**src/hw/adcs_defines.vh**
```
`ifndef ADCS_DEFINES_VH
`define ADCS_DEFINES_VH

// Register word indices (byte address = index*2 + byte)
`define ADCS_IDX_CFG      4'h8
`define ADCS_IDX_IEN      4'h9
`define ADCS_IDX_STAT     4'ha
`define ADCS_IDX_TIMER    4'hb
`define ADCS_IDX_FIFO     4'hc
`define ADCS_IDX_LIMSTAT  4'hd

// Instruction section zero fields
`define ADCS_I_LOOP       0
`define ADCS_I_PAUSE      1
`define ADCS_I_POS        2
`define ADCS_I_NEG        5
`define ADCS_I_TIMER      9
`define ADCS_I_SEL8       10
`define ADCS_I_WDOG       11
`define ADCS_I_ACQ        12

// Limit section fields
`define ADCS_L_SIGN       8
`define ADCS_L_GT         9

// Configuration fields
`define ADCS_C_START      0
`define ADCS_C_RESET      1
`define ADCS_C_AZ         2
`define ADCS_C_CAL        3
`define ADCS_C_SEC        8

// Interrupt enable fields
`define ADCS_E_INSTR      8
`define ADCS_E_LEVEL      11

// Interrupt source numbers
`define ADCS_INT_LIMIT    0
`define ADCS_INT_INSTR    1
`define ADCS_INT_LEVEL    2
`define ADCS_INT_AZ       3
`define ADCS_INT_CAL      4
`define ADCS_INT_PAUSE    5
`define ADCS_INT_FULL     6
`define ADCS_INT_LOOP     7

// Timer
`define ADCS_TMR_SHIFT    5
`define ADCS_TMR_OVH      22'd2

`define ADCS_CFG_RST      16'h0000
`define ADCS_IEN_RST      16'h0000
`define ADCS_TIMER_RST    16'h0000

`endif

```
**src/hw/adcs_buf2.v**
```verilog
`timescale 1ns/1ns
module adcs_buf2 #(
  parameter WIDTH = 16
) (
  input  wire             ref_clk,
  input  wire             rst_b,
  input  wire             clr,
  input  wire             in_valid,
  output wire             in_ready,
  input  wire [WIDTH-1:0] in_data,
  output wire             out_valid,
  input  wire             out_ready,
  output wire [WIDTH-1:0] out_data
);
  reg [WIDTH-1:0] d0_q;
  reg [WIDTH-1:0] d1_q;
  reg [1:0]       cnt_q;
  wire            push;
  wire            pop;

  assign in_ready  = (cnt_q != 2'd2);
  assign out_valid = (cnt_q != 2'd0);
  assign out_data  = d0_q;
  assign push      = in_valid & in_ready;
  assign pop       = out_valid & out_ready;

  always @(posedge ref_clk or negedge rst_b) begin
    if (!rst_b) begin
      d0_q  <= {WIDTH{1'b0}};
      d1_q  <= {WIDTH{1'b0}};
      cnt_q <= 2'd0;
    end else if (clr) begin
      cnt_q <= 2'd0;
    end else begin
      if (pop) begin
        d0_q <= (push && cnt_q == 2'd1) ? in_data : d1_q;
        if (push && cnt_q == 2'd2)
          d1_q <= in_data;
      end else if (push) begin
        if (cnt_q == 2'd0)
          d0_q <= in_data;
        else
          d1_q <= in_data;
      end
      if (push && !pop)
        cnt_q <= cnt_q + 2'd1;
      else if (pop && !push)
        cnt_q <= cnt_q - 2'd1;
    end
  end
endmodule

```
**src/hw/adcs_sequencer.v**
```verilog
`timescale 1ns/1ns
`include "adcs_defines.vh"
module adcs_sequencer #(
  parameter FIFO_DEPTH = 32,
  parameter PTR_W      = 5
) (
  input  wire        ref_clk,
  input  wire        rst_b,
  input  wire        cs_b,
  input  wire        rd_b,
  input  wire        wr_b,
  input  wire [4:0]  addr,
  input  wire [15:0] data_in,
  output wire [15:0] data_out,
  output wire        data_oe_b,
  input  wire        bus_width_select,
  output wire        irq_b,
  output wire        conv_req,
  output wire        conv_sel8,
  output wire [3:0]  conv_acq,
  output wire [2:0]  conv_pos,
  output wire [2:0]  conv_neg,
  input  wire        conv_done,
  input  wire [12:0] conv_result,
  output wire        cal_req,
  output wire        az_req,
  input  wire        cal_done,
  input  wire        az_done
);
  localparam S_IDLE = 3'd0;
  localparam S_WAIT = 3'd1;
  localparam S_CONV = 3'd2;
  localparam S_PUSH = 3'd3;
  localparam S_NEXT = 3'd4;

  // Byte-lane merge for 8-bit bus writes
  function [15:0] merge;
    input [15:0] old;
    input [15:0] nw;
    input        wide;
    input        hi;
    begin
      if (wide)
        merge = nw;
      else if (hi)
        merge = {nw[7:0], old[7:0]};
      else
        merge = {old[15:8], nw[7:0]};
    end
  endfunction

  // Signed 8-bit + sign compare against a limit section
  function crossed;
    input [8:0]  val;
    input [15:0] lim;
    reg   [8:0]  l;
    begin
      l = {lim[`ADCS_L_SIGN], lim[7:0]};
      if (lim[`ADCS_L_GT])
        crossed = $signed(val) > $signed(l);
      else
        crossed = $signed(val) < $signed(l);
    end
  endfunction

  // Pin synchronisers
  reg  [24:0] sy1_q;
  reg  [24:0] sy2_q;
  wire        bw_s;
  wire        cs_s;
  wire        rd_s;
  wire        wr_s;
  wire [4:0]  addr_s;
  wire [15:0] din_s;

  always @(posedge ref_clk or negedge rst_b) begin
    if (!rst_b) begin
      sy1_q <= 25'h0e00000;
      sy2_q <= 25'h0e00000;
    end else begin
      sy1_q <= {bus_width_select, cs_b, rd_b, wr_b, addr, data_in};
      sy2_q <= sy1_q;
    end
  end

  assign bw_s   = sy2_q[24];
  assign cs_s   = ~sy2_q[23];
  assign rd_s   = ~sy2_q[22];
  assign wr_s   = ~sy2_q[21];
  assign addr_s = sy2_q[20:16];
  assign din_s  = sy2_q[15:0];

  // Bus width strap: high selects the byte-wide bus
  wire       wide = ~bw_s;
  wire [3:0] idx_s = addr_s[4:1];
  wire       hi_s = addr_s[0];

  // Registers
  reg [15:0] imem [0:31];
  reg [15:0] cfg_q;
  reg [15:0] ien_q;
  reg [15:0] timer_q;
  reg [7:0]  stat_q;
  reg [15:0] limstat_q;
  reg        cal_q;
  reg        az_q;
  reg        irq_q;

  // Host access tracking
  reg        rd_prev_q;
  reg        wpend_q;
  reg [4:0]  wa_q;
  reg [15:0] wd_q;
  reg [15:0] dout_q;
  reg        oe_b_q;

  wire       rd_fall = rd_s & ~rd_prev_q & cs_s;
  wire       commit  = wpend_q & ~wr_s;
  wire [3:0] widx    = wa_q[4:1];
  wire       whi     = wa_q[0];
  wire [1:0] sec     = cfg_q[`ADCS_C_SEC+1:`ADCS_C_SEC];
  wire       soft_rst = commit && widx == `ADCS_IDX_CFG && (wide || !whi) && wd_q[`ADCS_C_RESET];
  // A read of the high byte, or a word read, completes the access
  wire       rd_done = rd_fall & (wide | hi_s);
  wire       rd_low  = rd_fall & (wide | ~hi_s);

  // Result FIFO
  reg [15:0]      fmem [0:FIFO_DEPTH-1];
  reg [PTR_W:0]   wptr_q;
  reg [PTR_W:0]   rptr_q;
  wire [PTR_W:0]  fcnt  = wptr_q - rptr_q;
  wire            fempty = (fcnt == {(PTR_W+1){1'b0}});
  wire            ffull  = (fcnt == FIFO_DEPTH[PTR_W:0]);
  wire            bo_valid;
  wire [15:0]     bo_data;
  wire            fpush = bo_valid & ~ffull;
  wire            fpop  = rd_done && idx_s == `ADCS_IDX_FIFO && !fempty;

  // Sequencer
  reg [2:0]  st_q;
  reg [2:0]  slot_q;
  reg [21:0] cnt_q;
  reg [12:0] res_q;
  reg        creq_q;
  reg        bi_valid;
  wire       bi_ready;
  reg  [7:0] ev;

  wire [15:0] iw  = imem[{slot_q, 2'd0}];
  wire [15:0] lm1 = imem[{slot_q, 2'd1}];
  wire [15:0] lm2 = imem[{slot_q, 2'd2}];
  wire        halt = cs_s;
  wire        run  = cfg_q[`ADCS_C_START];
  wire [8:0]  val8 = res_q[12:4];
  wire        hit1 = crossed(val8, lm1);
  wire        hit2 = crossed(val8, lm2);
  wire [15:0] rword = iw[`ADCS_I_SEL8] ?
                      {slot_q, {4{res_q[12]}}, res_q[12:4]} : {slot_q, res_q};

  adcs_buf2 #(
    .WIDTH(16)
  ) u_buf (
    .ref_clk  (ref_clk),
    .rst_b    (rst_b),
    .clr      (soft_rst),
    .in_valid (bi_valid),
    .in_ready (bi_ready),
    .in_data  (rword),
    .out_valid(bo_valid),
    .out_ready(~ffull),
    .out_data (bo_data)
  );

  always @* begin
    bi_valid = (st_q == S_PUSH) & ~halt;
  end

  // Interrupt events
  wire [4:0] lvl = ien_q[15:`ADCS_E_LEVEL];
  always @* begin
    ev = 8'h00;
    ev[`ADCS_INT_LEVEL] = (lvl != 5'd0) && (fcnt >= {1'b0, lvl});
    ev[`ADCS_INT_FULL]  = ffull;
    ev[`ADCS_INT_CAL]   = cal_q & cal_done;
    ev[`ADCS_INT_AZ]    = az_q & az_done;
    if (st_q == S_NEXT && !halt) begin
      ev[`ADCS_INT_LIMIT] = iw[`ADCS_I_WDOG] & (hit1 | hit2);
      ev[`ADCS_INT_INSTR] = (slot_q == ien_q[`ADCS_E_INSTR+2:`ADCS_E_INSTR]);
      ev[`ADCS_INT_PAUSE] = iw[`ADCS_I_PAUSE];
      ev[`ADCS_INT_LOOP]  = iw[`ADCS_I_LOOP];
    end
  end

  // Read data mux
  reg [15:0] rsel;
  always @* begin
    rsel = 16'h0000;
    if (!idx_s[3]) begin
      if (sec != 2'd3)
        rsel = imem[{idx_s[2:0], sec}];
    end else begin
      case (idx_s)
        `ADCS_IDX_CFG:     rsel = {cfg_q[15:4], cal_q, az_q, 1'b0, cfg_q[0]};
        `ADCS_IDX_IEN:     rsel = ien_q;
        `ADCS_IDX_STAT:    rsel = {fcnt[PTR_W:0], 2'b00, stat_q};
        `ADCS_IDX_TIMER:   rsel = timer_q;
        `ADCS_IDX_FIFO:    rsel = fempty ? 16'h0000 : fmem[rptr_q[PTR_W-1:0]];
        `ADCS_IDX_LIMSTAT: rsel = limstat_q;
        default:           rsel = 16'h0000;
      endcase
    end
  end

  // Host bus side
  integer i;
  always @(posedge ref_clk or negedge rst_b) begin
    if (!rst_b) begin
      rd_prev_q <= 1'b0;
      wpend_q   <= 1'b0;
      wa_q      <= 5'h00;
      wd_q      <= 16'h0000;
      dout_q    <= 16'h0000;
      oe_b_q    <= 1'b1;
      cfg_q     <= `ADCS_CFG_RST;
      ien_q     <= `ADCS_IEN_RST;
      timer_q   <= `ADCS_TIMER_RST;
      cal_q     <= 1'b0;
      az_q      <= 1'b0;
      for (i = 0; i < 32; i = i + 1)
        imem[i] <= 16'h0000;
    end else begin
      rd_prev_q <= rd_s;
      oe_b_q    <= ~(rd_s & cs_s);
      if (rd_fall)
        dout_q <= wide ? rsel : (hi_s ? {8'h00, rsel[15:8]} : {8'h00, rsel[7:0]});
      if (wr_s && cs_s) begin
        wpend_q <= 1'b1;
        wa_q    <= addr_s;
        wd_q    <= din_s;
      end else if (commit) begin
        wpend_q <= 1'b0;
      end
      if (cal_q && cal_done)
        cal_q <= 1'b0;
      if (az_q && az_done)
        az_q <= 1'b0;
      if (commit) begin
        if (!widx[3]) begin
          if (sec != 2'd3)
            imem[{widx[2:0], sec}] <= merge(imem[{widx[2:0], sec}], wd_q, wide, whi);
        end else begin
          case (widx)
            `ADCS_IDX_CFG: begin
              cfg_q <= merge(cfg_q, wd_q, wide, whi) &
                       ~(16'h0001 << `ADCS_C_RESET) & ~(16'h0001 << `ADCS_C_CAL) &
                       ~(16'h0001 << `ADCS_C_AZ);
              if (!whi || wide) begin
                if (wd_q[`ADCS_C_CAL])
                  cal_q <= 1'b1;
                if (wd_q[`ADCS_C_AZ])
                  az_q <= 1'b1;
                if (wd_q[`ADCS_C_RESET])
                  cfg_q[`ADCS_C_START] <= 1'b0;
              end
            end
            `ADCS_IDX_IEN:   ien_q   <= merge(ien_q, wd_q, wide, whi);
            `ADCS_IDX_TIMER: timer_q <= merge(timer_q, wd_q, wide, whi);
            default: ;
          endcase
        end
      end
      // Pause clears start; set by host again to resume
      if (st_q == S_NEXT && !halt && iw[`ADCS_I_PAUSE])
        cfg_q[`ADCS_C_START] <= 1'b0;
    end
  end

  // Status: a read clears, but a new event in that cycle wins
  always @(posedge ref_clk or negedge rst_b) begin
    if (!rst_b) begin
      stat_q    <= 8'h00;
      limstat_q <= 16'h0000;
      irq_q     <= 1'b0;
    end else if (soft_rst) begin
      stat_q    <= 8'h00;
      limstat_q <= 16'h0000;
      irq_q     <= 1'b0;
    end else begin
      stat_q <= ((rd_low && idx_s == `ADCS_IDX_STAT) ? 8'h00 : stat_q) | ev;
      if (rd_low && idx_s == `ADCS_IDX_LIMSTAT)
        limstat_q <= 16'h0000;
      if (st_q == S_NEXT && !halt && iw[`ADCS_I_WDOG]) begin
        if (hit1)
          limstat_q[slot_q] <= 1'b1;
        if (hit2)
          limstat_q[{1'b1, slot_q}] <= 1'b1;
      end
      irq_q <= |(stat_q & ien_q[7:0]);
    end
  end

  // FIFO storage
  always @(posedge ref_clk or negedge rst_b) begin
    if (!rst_b) begin
      wptr_q <= {(PTR_W+1){1'b0}};
      rptr_q <= {(PTR_W+1){1'b0}};
    end else if (soft_rst) begin
      wptr_q <= {(PTR_W+1){1'b0}};
      rptr_q <= {(PTR_W+1){1'b0}};
    end else begin
      if (fpush) begin
        fmem[wptr_q[PTR_W-1:0]] <= bo_data;
        wptr_q <= wptr_q + 1'b1;
      end
      if (fpop)
        rptr_q <= rptr_q + 1'b1;
    end
  end

  // Instruction sequencer; every step waits while chip select is held
  always @(posedge ref_clk or negedge rst_b) begin
    if (!rst_b) begin
      st_q   <= S_IDLE;
      slot_q <= 3'd0;
      cnt_q  <= 22'd0;
      res_q  <= 13'h0000;
      creq_q <= 1'b0;
    end else if (soft_rst) begin
      st_q   <= S_IDLE;
      slot_q <= 3'd0;
      creq_q <= 1'b0;
    end else if (!halt) begin
      case (st_q)
        S_IDLE: begin
          if (run && !cal_q && !az_q) begin
            if (iw[`ADCS_I_TIMER]) begin
              cnt_q <= {1'b0, timer_q, {`ADCS_TMR_SHIFT{1'b0}}} + `ADCS_TMR_OVH;
              st_q  <= S_WAIT;
            end else begin
              creq_q <= 1'b1;
              st_q   <= S_CONV;
            end
          end
        end
        S_WAIT: begin
          if (cnt_q <= 22'd1) begin
            creq_q <= 1'b1;
            st_q   <= S_CONV;
          end else begin
            cnt_q <= cnt_q - 22'd1;
          end
        end
        S_CONV: begin
          if (conv_done) begin
            creq_q <= 1'b0;
            res_q  <= conv_result;
            st_q   <= iw[`ADCS_I_WDOG] ? S_NEXT : S_PUSH;
          end
        end
        S_PUSH: begin
          // Buffer back-pressure stalls the sequencer, so no result drops
          if (bi_ready)
            st_q <= S_NEXT;
        end
        S_NEXT: begin
          slot_q <= iw[`ADCS_I_LOOP] ? 3'd0 : slot_q + 3'd1;
          st_q   <= S_IDLE;
        end
        default: st_q <= S_IDLE;
      endcase
    end
  end

  // Outputs; the converter channel fields come from instruction section zero
  assign conv_req  = creq_q;
  assign conv_sel8 = iw[`ADCS_I_SEL8] | iw[`ADCS_I_WDOG];
  assign conv_acq  = iw[`ADCS_I_ACQ+3:`ADCS_I_ACQ];
  assign conv_pos  = iw[`ADCS_I_POS+2:`ADCS_I_POS];
  assign conv_neg  = iw[`ADCS_I_NEG+2:`ADCS_I_NEG];
  assign cal_req   = cal_q;
  assign az_req    = az_q;
  assign data_out  = dout_q;
  assign data_oe_b = oe_b_q;
  assign irq_b     = ~irq_q;

endmodule

```
**config.mk**
```make
export PLATFORM = sky130hd
export DESIGN_NAME = adcs_sequencer
export DESIGN_NICKNAME = d
export VERILOG_FILES = /design/src/hw/adcs_buf2.v /design/src/hw/adcs_sequencer.v
export VERILOG_INCLUDE_DIRS = /design/src /design/src/hw
export SDC_FILE = /design/constraint.sdc
export NUM_CORES = 2
export LEC_CHECK = 0
export ABC_AREA = 1
export ABC_CLOCK_PERIOD_IN_PS = 4700
export BUFFER_PORTS_ARGS = -buffer_cell sky130_fd_sc_hd__buf_2
export CELL_PAD_IN_SITES_DETAIL_PLACEMENT = 1
export CELL_PAD_IN_SITES_GLOBAL_PLACEMENT = 2
export CORE_AREA = 8 8 535 380
export CTS_BUF_LIST = sky130_fd_sc_hd__clkbuf_16
export DETAILED_ROUTE_END_ITERATION = 10
export DIE_AREA = 0 0 543 388
export GPL_TIMING_DRIVEN = 0
export PLACE_DENSITY_LB_ADDON = 0.25
export REMOVE_ABC_BUFFERS = 1
export SLEW_MARGIN = 40
export SYNTH_ARGS = -nofsm -noshare
export SYNTH_HDL_FRONTEND = slang
export SYNTH_SLANG_ARGS = --single-unit
```
**constraint.sdc**
```tcl
create_clock -name ref_clk -period 4.7 [get_ports ref_clk]
set_input_delay 0.94 -clock ref_clk [delete_from_list [all_inputs] [get_ports ref_clk]]
set_output_delay 0.94 -clock ref_clk [all_outputs]
set_load 0.005 [all_outputs]
```
Yosys cells after proc, flatten, opt, wreduce, memory -nomap -nowiden
Memory sizes are Yosys's and may differ from the RTL's.
Index checks and enable logic that the tools add are counted.
{"block": "totals", "ff_bits": 762, "latchBits": 0, "mem_bits_rw": 512, "romBits": 0, "in_bits": 43, "word_cells": 335, "memories": 1}
{"block": "classes", "n_addsub": 8, "mul": 0, "div": 0, "order_cmp": 16, "n_eq_ne": 31, "shifts": 0, "n_mux": 116, "bitwise_logic": 36, "reduce_logical": 65}
{"memory": "fmem", "depth": 32, "word_bits": 16, "rd": 1, "rd_ports_with_merged_regs": 0, "wr": 1, "line": "adcs_sequencer.v:128", "rtl": "reg [15:0] fmem [0:FIFO_DEPTH-1];"}
{"cell": "16-bit 2-to-1 mux", "count": 36}
{"cell": "512-bit bitwise mux", "count": 1}
{"cell": "16-bit binary-select mux with 5-bit select", "count": 5}
{"cell": "16-bit one-hot mux with 6 select lines", "count": 1}
{"cell": "16-bit demux with 5-bit select", "count": 1}
{"cell": "22-bit 2-to-1 mux", "count": 3}
{"cell": "22-bit one-hot mux with 2 select lines", "count": 1}
{"cell": "10-bit 2-to-1 mux", "count": 4}
{"cell": "4-bit == test, second input constant", "count": 9}
{"cell": "1-bit 2-to-1 mux", "count": 36}
{"cell": "3-bit 2-to-1 mux", "count": 11}
{"cell": "4-bit AND reduction", "count": 8}
{"cell": "6-bit >= comparator, second input constant", "count": 5}
{"cell": "5-bit NOT with 6-bit output", "count": 5}
{"cell": "1-bit logical AND", "count": 24}
{"cell": "6-bit 2-to-1 mux", "count": 4}
{"cell": "8-bit 2-to-1 mux", "count": 3}
{"cell": "2-bit nonzero test", "count": 12}
{"cell": "21-bit by 2-bit adder with 22-bit output, second input constant", "count": 1}
{"cell": "22-bit by 1-bit less-or-equal comparator with 1-bit output, second input constant", "count": 1}
{"cell": "22-bit by 1-bit subtractor with 22-bit output, second input constant", "count": 1}
{"cell": "9-bit greater-than comparator", "count": 2}
{"cell": "9-bit < comparator", "count": 2}
{"cell": "16-bit bitwise OR", "count": 1}
{"cell": "other kinds (46)", "count": 95}

Longest topological paths before layout
{"block": "depth", "ltp_word": 15, "ltp_mapped": 22, "ltp_nobuf": 21}

Modules after synthesis
From an unflattened synthesis, not the netlist that was laid out.
{"block": "hier_totals", "cells_unflattened": 6623, "area_unflattened_um2": 58185.8}
{"module": "adcs_sequencer", "instances": 1, "cells_each": 6403, "area_each_um2": 56510.4, "seq_area_each_um2": 33601.0}
{"module": "adcs_buf2", "instances": 1, "cells_each": 220, "area_each_um2": 1675.4, "seq_area_each_um2": 850.8}

Worst setup path after synthesis
OpenSTA, ideal clock, no wires.
{"block": "synth_path", "path_kind": "register to register", "startpoint": "reg rptr_q[1]", "endpoint": "mem fmem[0][0] (enable)", "setup_time_ns": 0.388, "arrival_ns": 3.274, "required_ns": 4.312, "slack_ns": 1.038, "path_stages_with_launch": 18, "n_path_buf": 4, "synth_period_minus_slack_ns": 3.662, "cell_sequence": "dfrtp_1 -> clkbuf_1 -> inv_1 -> clkbuf_1 -> buf_2 -> buf_2 -> fa_1 -> nand2_1 -> inv_1 -> nor2_1 -> nor2_1 -> nand3_1 -> nor2_1 -> nand2_1 -> nand2_2 -> nor2_1 -> nand2_1 -> nor2_1"}
{"block": "synth_between", "elab_chain_cells": 8}
{"item": "start, declared", "line": "adcs_sequencer.v:130", "rtl": "reg [PTR_W:0] rptr_q;"}
{"item": "start signal, assigned", "line": "adcs_sequencer.v:306", "rtl": "rptr_q <= {(PTR_W+1){1'b0}};"}
{"item": "start signal, assigned", "line": "adcs_sequencer.v:309", "rtl": "rptr_q <= {(PTR_W+1){1'b0}};"}
{"item": "start signal, assigned", "line": "adcs_sequencer.v:316", "rtl": "rptr_q <= rptr_q + 1'b1;"}
{"item": "6-bit subtractor", "line": "adcs_sequencer.v:131", "rtl": "wire [PTR_W:0] fcnt = wptr_q - rptr_q;"}
{"item": "6-bit == test", "line": "adcs_sequencer.v:133", "rtl": "wire ffull = (fcnt == FIFO_DEPTH[PTR_W:0]);"}
{"item": "1-bit NOT", "line": "adcs_sequencer.v:136", "rtl": "wire fpush = bo_valid & ~ffull;"}
{"item": "1-bit bitwise AND", "line": "adcs_sequencer.v:136"}
{"item": "1-bit 2-to-1 mux", "line": "adcs_sequencer.v:311", "rtl": "if (fpush) begin"}
{"item": "1-bit 2-to-1 mux", "line": "adcs_sequencer.v:307", "rtl": "end else if (soft_rst) begin"}
{"item": "1-bit logical AND (implied by the code)", "line": "adcs_sequencer.v:312", "rtl": "fmem[wptr_q[PTR_W-1:0]] <= bo_data;"}
{"item": "1-bit 2-to-1 mux (implied by the code)", "line": "adcs_sequencer.v:312"}
{"item": "end, declared", "line": "adcs_sequencer.v:128"}
No other way between the ends.

Final worst setup path
{"block": "layout_path", "startpoint": "reg slot_q[2]", "endpoint": "out conv_sel8"}
{"block": "layout_between", "elab_chain_cells": 5}
{"item": "start, declared", "line": "adcs_sequencer.v:141", "rtl": "reg [2:0] slot_q;"}
{"item": "start signal, assigned", "line": "adcs_sequencer.v:366", "rtl": "slot_q <= iw[`ADCS_I_LOOP] ? 3'd0 : slot_q + 3'd1;"}
{"item": "5-bit NOT with 6-bit output (implied by the code)", "line": "adcs_sequencer.v:149", "rtl": "wire [15:0] iw = imem[{slot_q, 2'd0}];"}
{"item": "16-bit binary-select mux with 5-bit select", "line": "adcs_sequencer.v:149"}
{"item": "16-bit 2-to-1 mux (implied by the code) (2 in a row)", "line": "adcs_sequencer.v:149"}
{"item": "1-bit bitwise OR", "line": "adcs_sequencer.v:376", "rtl": "assign conv_sel8 = iw[`ADCS_I_SEL8] | iw[`ADCS_I_WDOG];"}
{"item": "end, declared", "line": "adcs_sequencer.v:19", "rtl": "output wire conv_sel8,"}
No other way between the ends. The select of a mux whose other input is x is not followed.

==> impl_metrics.py <==
metrics = {
    "floorplan": {
        "die_y_um": 388,
        "dieWidth_um": 543,
        "initial_core_util_pct": 29.80,
        "die-area_um2": 210700,
        "num_io_pins": 75,
        "coreArea_um2": 194800,
        "rows": 136,
    },
    "timing": {
        "setup_viol": 0,
        "max_freq_mhz": 214.7,
        "report.final.slew_viol_count": 0,
        "hold_slack_ps": 254.0,
        "hold_viol": 0,
        "slew_headroom_pct": 42.46,
        "min_period_ps": 4659,
        "rsz0062_at_grt": "no",
        "setup-tns-final_ps": 0,
        "clock_skew_ps": 49.31,
        "tightest_slew_ps": 861.8,
        "period_share_pct": 99.12,
        "worst_slack_ps": 41.46,
    },
    "hold_path": {
        "hold_depth": 1,
        "hp-class": "input pin to register",
    },
    "outcome": {
        "outcome": "finished clean",
    },
    "grt": {
        "grt_antenna_before_repair": 11,
        "grt_max_degree": 95,
        "track_usage_pct": 23.92,
        "grt_pass1_wl_um": 368500,
        "overflow": 0,
        "grt_pass1_vias": 48630,
    },
    "yosys": {
        "syn-instance-count": 6716,
        "ys_ff_latch": 1274,
        "synth_top_family_by_area": "simple AND/OR/NAND/NOR gates",
        "post-synth-top-count-cell": "nand2_1",
        "async_flop_share_pct": 59.81,
        "syn_area_um2": 58050,
        "synth_top_cell_by_area": "dfrtp_1",
        "synth.area.mux_share_pct": 0.01940,
        "synth_xor_area_share_pct": 0.1810,
        "synth_compound_area_share_pct": 7.345,
        "synth_fa_ha_area_share_pct": 0.8751,
        "synth_commonest_cells": "2741 x nand2_1, 755 x dfrtp_1, 586 x nand3_1",
        "synthSimpleGateAreaFrac_pct": 26.65,
        "yosysSeqAreaShare_pct": 59.35,
        "synth_area_leaders": "dfrtp_1 33%, edfxtp_1 26%, nand2_1 18%",
        "ys.flop_type": "dfrtp_1",
        "synth_top_area_share_pct": 32.55,
        "synth_cell_type_count": 51,
        "synth_warnings": 0,
        "syn_area_per_cell_um2": 8.644,
        "synth-edff-count": 512,
    },
    "setup_path": {
        "crit_family": "buffers and inverters",
        "worstSetupEndpointType": "output pin",
        "slowest_delay_ps": 590,
        "path_common_cell": "inv_1",
        "critPathKind": "register to output pin",
        "cp_num_buf_inv": 4,
        "crit_chain": "inv_1, nand3_4, inv_12, o2bb2ai_1, nor2_1, nand2_2, inv_1, nand3_1, buf_2",
        "arrival_ps": 3720,
        "cp.depth": 9,
        "worstRegToRegCells": 17,
        "slowest_stage": "dfrtp_2",
        "start_kind": "register",
        "cp_max_fo": 24,
        "worstPathRequired_ps": 3760,
    },
    "cells_and_area": {
        "drive_above_1_share_pct": 9.948,
        "nFillCells": 22250,
        "syn2layout_area_growth_pct": 18.18,
        "fin_nets": 6731,
    },
    "cts": {
        "htree_num_levels": 4,
        "clk_pin_slew_ps": 60,
        "clockBufferDepth": 3,
        "clkLatencyLatePin_ps": 800,
        "cts.sinks": 1274,
        "numCtsBuffers": 144,
        "cts_tree": "done",
        "clockRootBuffer": "clkbuf_16",
    },
    "power_and_ir_drop": {
        "peakVddDrop_mv": 0.3568,
        "p_total_mw": 34.63,
        "p_leak_nw": 29.72,
        "power_density_nw_per_um2": 504.7,
    },
    "routing": {
        "firstDrtPassIters": 6,
        "ant_nets": 0,
        "wl_per_cell_um": 27.41,
        "route.detailed.drc": 0,
        "routed_wl_um": 257500,
        "viasPerCell": 5.216,
        "first_iter_violations": 4419,
        "vias": 48990,
    },
    "place": {
        "hpwl_um": 174000,
        "gp_congestion": 0.8416,
        "pre_cts_ws_ps": -1667,
        "port_buffers": 74,
    },
    "run": {
        "cap_violations": 0,
    },
}
==> power by group <==
| part | switching [mW] | internal (mW) |
|---|---|---|
| clock network | 5.06 | 5.92 |
| registers | 1.46 | 13.2 |
| logic | 6.40 | 2.53 |
| total | 12.9 | 21.7 |
==> layer usage <==
| layer | global-route usage [%] | vias up | part of all wire [%] | wire [um] |
|---|---|---|---|---|
| met1 | 37.06 | 25210 | 50 | 127900 |
| met4 | 6.706 | 4 | 2.9 | 7464 |
| met2 | 33.19 | 1523 | 40 | 104100 |
| met3 | 4.966 | 356 | 7.0 | 17960 |
| met5 | 0 | - | 0.013 | 33 |
| li1 | - | 21900 | - | - |
==> cell families (layout without fill, tap and decap cells) <==
group | count (synthesis) | after routing
compound gates | 748 | 749
simple gates | 3821 | 3822
xor+xnor | 12 | 12
other cells | 0 | 6
mux | 1 | 1
flops | 1274 | 1274
buf+inv | 820 | 867
fa+ha+maj | 40 | 40
==> worst paths after layout <==
check | start | endpoint | slack [ps]
max | slot_q[2]$_DFFE_PN0P_ | conv_sel8 | 40
min | wr_b | sy1_q[21]$_DFF_PN1_ | 250
min reg2reg | sy1_q[1]$_DFF_PN0_ | sy2_q[1]$_DFF_PN0_ | 350
min in group asynchronous | rst_b | conv_req$_DFFE_PN0P_ | 570
max in group asynchronous | rst_b | imem[15]$_DFFE_PN0P_ | 1660
max reg2reg | slot_q[2]$_DFFE_PN0P_ | limstat_q[13]$_DFF_PN0_ | 150
==> layout make-up <==
cell class              count  area [um^2]  area share [%]
flip-flops and latches   1274        34510           50.30
multi-input cells        4624        21140           30.82
repair buffers            257         3755           5.473
clock buffers             146         3654           5.325
well taps                2622         3281           4.782
inverters                 347         1449           2.112
clock inverters           117        802.0           1.169
diodes                      6        15.01         0.02189
==> sequential cells by signal, summed over array words and instances (netlist names), 22 cells and up <==
register / flops
sy2_q: 25
fmem: 512
imem: 512
sy1_q: 25
cnt_q: 22
==> per-stage QoR <==
stage	utilization [%]	instance area [um^2]	instances
2_1_floorplan	-	56120	6243
3_3_place_gp	30.67	59770	8939
3_5_place_dp	32.68	63670	9099
4_1_cts	35.12	68420	9377
5_1_grt	35.20	68590	9387
6_report	35.21	68600	9393
==> worst reg2reg max path: stages (launching register included) <==
cell       delay [ps]
dfrtp_2           670
inv_1             350
nand3_4           470
o22ai_1           170
a221oi_1          630
o2111ai_1         560
inv_1             170
ha_1              270
nand2_1            70
nand2_1            50
a31oi_1           140
nand2_1            90
nand3_1            70
nand2_1            50
nand2_1           230
inv_1             240
nand2_1           120
a21oi_1            60
==> cell usage in the layout (no fill, tap or decap), types with 28 or more instances in the layout <==
| master | Yosys | final |
|---|---|---|
| inv_2 | 30 | 28 |
| ha_1 | 39 | 38 |
| nor2_4 | 2 | 68 |
| nor2_1 | 349 | 292 |
| a31oi_1 | 35 | 35 |
| o21ai_1 | 37 | 36 |
| o21ai_0 | 375 | 375 |
| clkinv_1 | 12 | 40 |
| buf_12 | 0 | 32 |
| buf_8 | 0 | 52 |
| buf_16 | 0 | 59 |
| a221oi_1 | 36 | 35 |
| a21oi_1 | 133 | 131 |
| clkbuf_16 | 0 | 146 |
| buf_2 | 107 | 76 |
| o22ai_1 | 29 | 29 |
| a22oi_1 | 33 | 33 |
| nand3_1 | 586 | 576 |
| dfrtp_1 | 755 | 728 |
| inv_1 | 305 | 320 |
| edfxtp_1 | 512 | 512 |
| nand2_1 | 2741 | 2718 |
| nand4_1 | 89 | 89 |
==> timing repair <==
| action | in CTS | in global routing |
|---|---|---|
| endpoints found under the hold margin | 4 | 0 |
| setup buffers | 14 | 7 |
| hold buffers | 1 | 0 |
| cloned | 0 | 2 |
| pin swaps | 5 | 5 |
| setup endpoints to repair | 585 | 404 |
| resized for setup | 34 | 10 |
Power figures use the tool's default switching activity.
